$ cat src/verilog/permit_pkg.sv
// Package: launch permit record layout, register map, status bits and code seed
package permit_pkg;
   // Record layout, byte offsets and sizes
   localparam int unsigned REC_BYTES        = 304;
   localparam int unsigned REC_WORDS        = 76;
   localparam int unsigned ALIGN_BYTES      = 512;
   localparam int unsigned OFS_VALID        = 0;
   localparam int unsigned OFS_ATTR         = 48;
   localparam int unsigned OFS_BUILD        = 64;
   localparam int unsigned OFS_SIGNER       = 128;
   localparam int unsigned OFS_LAUNCHER     = 192;
   localparam int unsigned OFS_FLOW_ATTRS   = 212;
   localparam int unsigned OFS_FRAME_SEL    = 236;
   localparam int unsigned OFS_MASKED_ATTR  = 240;
   localparam int unsigned OFS_NONCE        = 256;
   localparam int unsigned OFS_MAC          = 288;
   localparam int unsigned COVER_WORDS      = 48;
   localparam int unsigned VALID_BIT        = 0;
   // Register byte addresses
   localparam logic [7:0] REG_CTRL     = 8'h00;
   localparam logic [7:0] REG_STATUS   = 8'h04;
   localparam logic [7:0] REG_BASE     = 8'h08;
   localparam logic [7:0] REG_KEY      = 8'h0C;
   localparam logic [7:0] REG_ATTR     = 8'h10;
   localparam logic [7:0] REG_WIDX     = 8'h20;
   localparam logic [7:0] REG_WDATA    = 8'h24;
   localparam logic [7:0] REG_WBASE    = 8'h80;
   // Control and status bits
   localparam int unsigned CTRL_START  = 0;
   localparam int unsigned ST_BUSY     = 0;
   localparam int unsigned ST_DONE     = 1;
   localparam int unsigned ST_PERMIT   = 2;
   localparam int unsigned ST_ALIGN    = 3;
   localparam int unsigned ST_INVALID  = 4;
   localparam int unsigned ST_ATTR     = 5;
   localparam int unsigned ST_MAC      = 6;
   localparam logic [31:0] RST_ZERO    = 32'h0000_0000;
   localparam logic [31:0] MAC_SEED    = 32'h5A5A_A5A5;
   typedef enum logic [2:0] {IDLE, LOAD, MIX, CHECK, DONE} check_state_t;
endpackage : permit_pkg

$ cat src/verilog/permit_ram.sv
// Record buffer: word memory with registered read port
`timescale 1ns/1ps
module permit_ram (
   input  wire logic        clk_i,
   input  wire logic        we_i,
   input  wire logic [6:0]  waddr_i,
   input  wire logic [31:0] wdata_i,
   input  wire logic [6:0]  raddr_i,
   output logic      [31:0] rdata_o
);
   logic [31:0] mem [0:permit_pkg::REC_WORDS-1];

   // Write port and registered read
   always_ff @(posedge clk_i) begin
      if (we_i) begin
         mem[waddr_i] <= wdata_i;
      end
      rdata_o <= mem[raddr_i];
   end
endmodule : permit_ram
$ cat config.mk
export PLATFORM = sky130hd
export DESIGN_NAME = permit_ram
export DESIGN_NICKNAME = d
export VERILOG_FILES = /design/src/verilog/permit_pkg.sv /design/src/verilog/permit_ram.sv
export SDC_FILE = /design/constraint.sdc
export NUM_CORES = 2
export LEC_CHECK = 0
export BUFFER_PORTS_ARGS = -buffer_cell sky130_fd_sc_hd__buf_2
export CAP_MARGIN = 20
export CORE_MARGIN = 4
export CORE_UTILIZATION = 55
export DETAILED_ROUTE_END_ITERATION = 8
export PLACE_DENSITY = 0.71
export SYNTH_ARGS = -nofsm -noshare
export SYNTH_HDL_FRONTEND = slang
export SYNTH_SLANG_ARGS = --single-unit
export TNS_END_PERCENT = 1
$ cat constraint.sdc
create_clock -name clk_i -period 4.7 [get_ports clk_i]
set_input_delay 0.705 -clock clk_i [delete_from_list [all_inputs] [get_ports clk_i]]
set_output_delay 0.705 -clock clk_i [all_outputs]
set_load 0.005 [all_outputs]
# Yosys cells after proc, flatten, opt, wreduce, memory -nomap -nowiden
# Memory sizes are Yosys's and may differ from the RTL's. A register that Yosys moved wholly into a read port is not among the register bits.
# Index checks and enable logic that the tools add are counted.
# Widths: inputs -> output; s select.
# totals
ram_bits	2432
in_bits	48
ff_bits	0
wordCells	3
memories	1
output_inout_bits	32
# mem_list
name	depth	width	read_ports	rd_clocked_by_memory_dff	wr	line_no	rtl
mem	76	32	1	1	1	permit_ram.sv:11	logic [31:0] mem [0:permit_pkg::REC_WORDS-1];
# op_classes
muxes	2
# op_table
cell	n
$mux 1	2

# Longest topological paths before layout
# logic_depth
word_depth	2
ltp_mapped	10
mapped_depth_nobuf	5

# Worst setup path before layout
# OpenSTA, ideal clock, no wires.
# synth_timing
path_type	input port to flip-flop
start	input port waddr_i[5]
end	memory mem[32][0] (enable)
arrival_time_ps	3374
path_slack_ps	865
n_path_buf	0
setup_ps	461
cell_stages	3
required_ps	4239
cell_sequence	nor2b_1 nand4b_1 nor3_1
# synth_rtl
item	line_no	rtl
from (decl)	permit_ram.sv:6	input wire logic [6:0] waddr_i,
to (decl)	permit_ram.sv:11	
# Straight into the memory's write port.

==> flow_summary.ini <==
[global_route]
track_usage_pct = 28.24
grt_max_degree = 77
antenna_found_initial = 7
grt_overflow_total = 0
grt_pass1_vias = 45684
grt_pass1_wl_um = 349100

[layout]
fin_cells = 6767
regArea_um2 = 73670
drive_above_1_share_pct = 30.52
fillerInstances = 11070
layout_common_cells = edfxtp_1, mux4_2, clkbuf_16
fin_nets = 4398
multi_input_area_um2 = 19430
layout.cells.most_common = edfxtp_1
area_growth_pct = 13.59

[cts]
clk-insertion-delay-late_ns = 0.85
cts.sinks = 2464
cts_tree = built
clockBufferDepth = 3
clk_pin_slew_worst_paths_ns = 0.07
post_cts_buffers = 0
hold_buffers = 0
cts_resized = 0
cts_root_buffer = clkbuf_16
numCtsBuffers = 228
h-tree-depth = 4

[critical_path]
crit_path_max_fanout = 52
cp.arrival_ns = 3.81
critPathSlowestCell = a21oi_1
crit_type = in -> reg
path_cells = buf_8 -> buf_12 -> buf_12 -> mux4_2 -> mux4_2 -> a21oi_1 -> nand3_1
critPathMaxStageDelay_ns = 0.64
critical-path-top-delay-family = buffers and inverters
cp-start-kind = primary input
ff2ff_path_depth = 5
cp_num_buf_inv = 3
r2r-end = rdata_o[27]
reg2reg_setup_slack_ns = 2.24
required_ns = 5.38
worst_setup_path_end_kind = register
r2r_start = mem[62][27]

[timing]
max-slew-margin-rel_pct = 30.04
worstMarginPinSlew_ns = 1.047
rsz0062_at_grt = no
layout_min_cycle_time_ns = 3.134
finalSetupTns_ns = 0
max_freq_mhz = 319.1
fin_ws_ns = 1.566
fin_crit_sh_pct = 66.67
clock_skew_ns = 0.02392
drv_slew = 0
setup_viol = 0
finalHoldViolCount = 0

[synthesis]
synth_cell_type_count = 58
synth-seq-cells = 2464
synth_edf_count = 2432
netlist_area_um2 = 93590
synth_fp_nets = 4068
ys_seq_area_share_pct = 78.71
yosysTopAreaCell = edfxtp_1
synth_xor_area_share_pct = 0
synthTopCellsByArea = edfxtp_1, mux4_2, mux2i_1
synth.area.mux_share_pct = 16.50
ys_async_sr_fraction_pct = 0
synth.avg_cell_area_um2 = 23.28
synth_top_flop_cell = edfxtp_1
yosys.area_share.adder_pct = 0
synth_top_family_by_area = multiplexers
synth_cells = 4020
synth_compound_area_share_pct = 2.148
synth_warnings = 0
synth_simple_gate_area_share_pct = 1.483
synth_top_area_share_pct = 78.03

[die]
num_io_pins = 80
rows = 151
core_um2 = 169300
die_area_um2 = 176800
die_w_um = 420.5
die_y_um = 420.5
start_util_pct = 55.29

[placed_design]
placedCellCount = 6335
pre_cts_ws_ns = 0.6275
port_buffers = 79
dp_hpwl_um = 140600
routabilityCongestion = 0.8360

[detailed_routing]
viasPerCell = 6.819
final_antenna_net_count = 0
drt_iter0_markers = 6971
drt-total-wl_um = 245200
wl_per_cell_um = 36.24
post-route-drc-count = 0
vias = 46143
dr.pass1.iters = 5

[pwr]
clkPwrFrac_pct = 41.4
switching_share_pct = 20.47
p_per_area_nw_per_um2 = 424.1
irDropWorstVdd_mv = 0.4209
leakagePower_nw = 33.30
pwr-share-comb_pct = 4.7
p_int_mw = 35.86
p_seq_share_pct = 53.9
switching_power_mw = 9.232

[hold_path]
worstHoldStart = wdata_i[28]
hold_depth = 1
hold_path.class = in -> reg
min_to = mem[15][28]

[flow_run]
drv_cap = 0

[status]
status = finished clean
how the worst max path moves through the flow:
stage               cells after the start          end  slack [ns]       start
floorplan                               3   mem[32][0]        0.87  waddr_i[5]
global placement                        7  rdata_o[14]        0.63  raddr_i[0]
detailed placement                      7  rdata_o[14]        0.63  raddr_i[0]
CTS                                     7  rdata_o[14]        1.54  raddr_i[0]
global route                            7  rdata_o[14]        1.48  raddr_i[0]
finish                                  7  rdata_o[14]        1.57  raddr_i[0]
logic make-up (layout without fill, tap and decap cells):
family | Yosys count | in the layout
flops | 2464 | 2464
mux | 765 | 765
simple gates | 293 | 293
compound gates | 287 | 287
buf+inv | 211 | 733
other cells | 0 | 7
per-layer routing:
metal / vias up / global-route usage [%] / wire length [um]
li1: 17926 / - / -
met1: 24763 / 39.90 / 90700
met2: 2954 / 44.39 / 118300
met3: 500 / 4.815 / 24630
met4: 0 / 11.98 / 11610
met5: - / 0 / 0
state kept, by name, summed over array words and instances, names as in the netlist:
name / cells
mem: 2432
rdata_o: 32
per-stage QoR:
step           area [um^2]  hold slack, ns  util, %  total power [mW]
2_1_floorplan        93590          0.6633        -             25.90
3_3_place_gp         98640          0.6888    58.27             26.85
3_5_place_dp         98660          0.7044    58.28             26.89
4_1_cts             106200          0.2318    62.76             45.24
5_1_grt             106300          0.2372    62.80             46.33
6_report            106300          0.2655    62.80             45.09
power groups by stage:
| stage | clock network, mW | logic [mW] | registers, mW |
|---|---|---|---|
| CTS | 18.8 | 2.10 | 24.3 |
| global route | 19.8 | 2.22 | 24.3 |
| detailed placement | 0 | 2.09 | 24.8 |
| floorplan | 0 | 1.15 | 24.8 |
| finish | 18.7 | 2.10 | 24.3 |
| global placement | 0 | 2.06 | 24.8 |
cells in the mapped netlist (all sizes together) (2+ instances only):
| cell | instances |
|---|---|
| inv | 3 |
| a21oi | 29 |
| o31ai | 2 |
| mux2i | 120 |
| and3 | 5 |
| a22oi | 55 |
| nor3b | 3 |
| mux2 | 25 |
| o2bb2ai | 2 |
| nand2b | 11 |
| nand3 | 31 |
| nor4 | 2 |
| mux4 | 620 |
| a311o | 12 |
| clkbuf | 73 |
| or2 | 2 |
| nand4 | 7 |
| o41ai | 4 |
| a21o | 11 |
| or3 | 3 |
| o22a | 5 |
| dfxtp | 32 |
| o21ai | 29 |
| o21a | 12 |
| and2 | 5 |
| o22ai | 63 |
| nand2 | 63 |
| or4 | 3 |
| edfxtp | 2432 |
| a22o | 11 |
| nor3 | 8 |
| or3b | 4 |
| buf | 135 |
| o2111ai | 2 |
| nand4b | 2 |
| a32oi | 3 |
| o221a | 3 |
| o211ai | 5 |
| nor2 | 110 |
| a31oi | 19 |
| nor2b | 25 |
| nand3b | 6 |
| a2111oi | 13 |
layout make-up:
cell class	instances	area share (%)
Clock inverter	128	1.225
Tap cell	2218	2.610
Multi-Input combinational cell	1345	18.27
Sequential cell	2464	69.29
Timing Repair Buffer	308	2.663
Antenna cell	7	0.01648
Clock buffer	294	5.906
Inverter	3	0.01177
(Power assumes the default switching activity.)
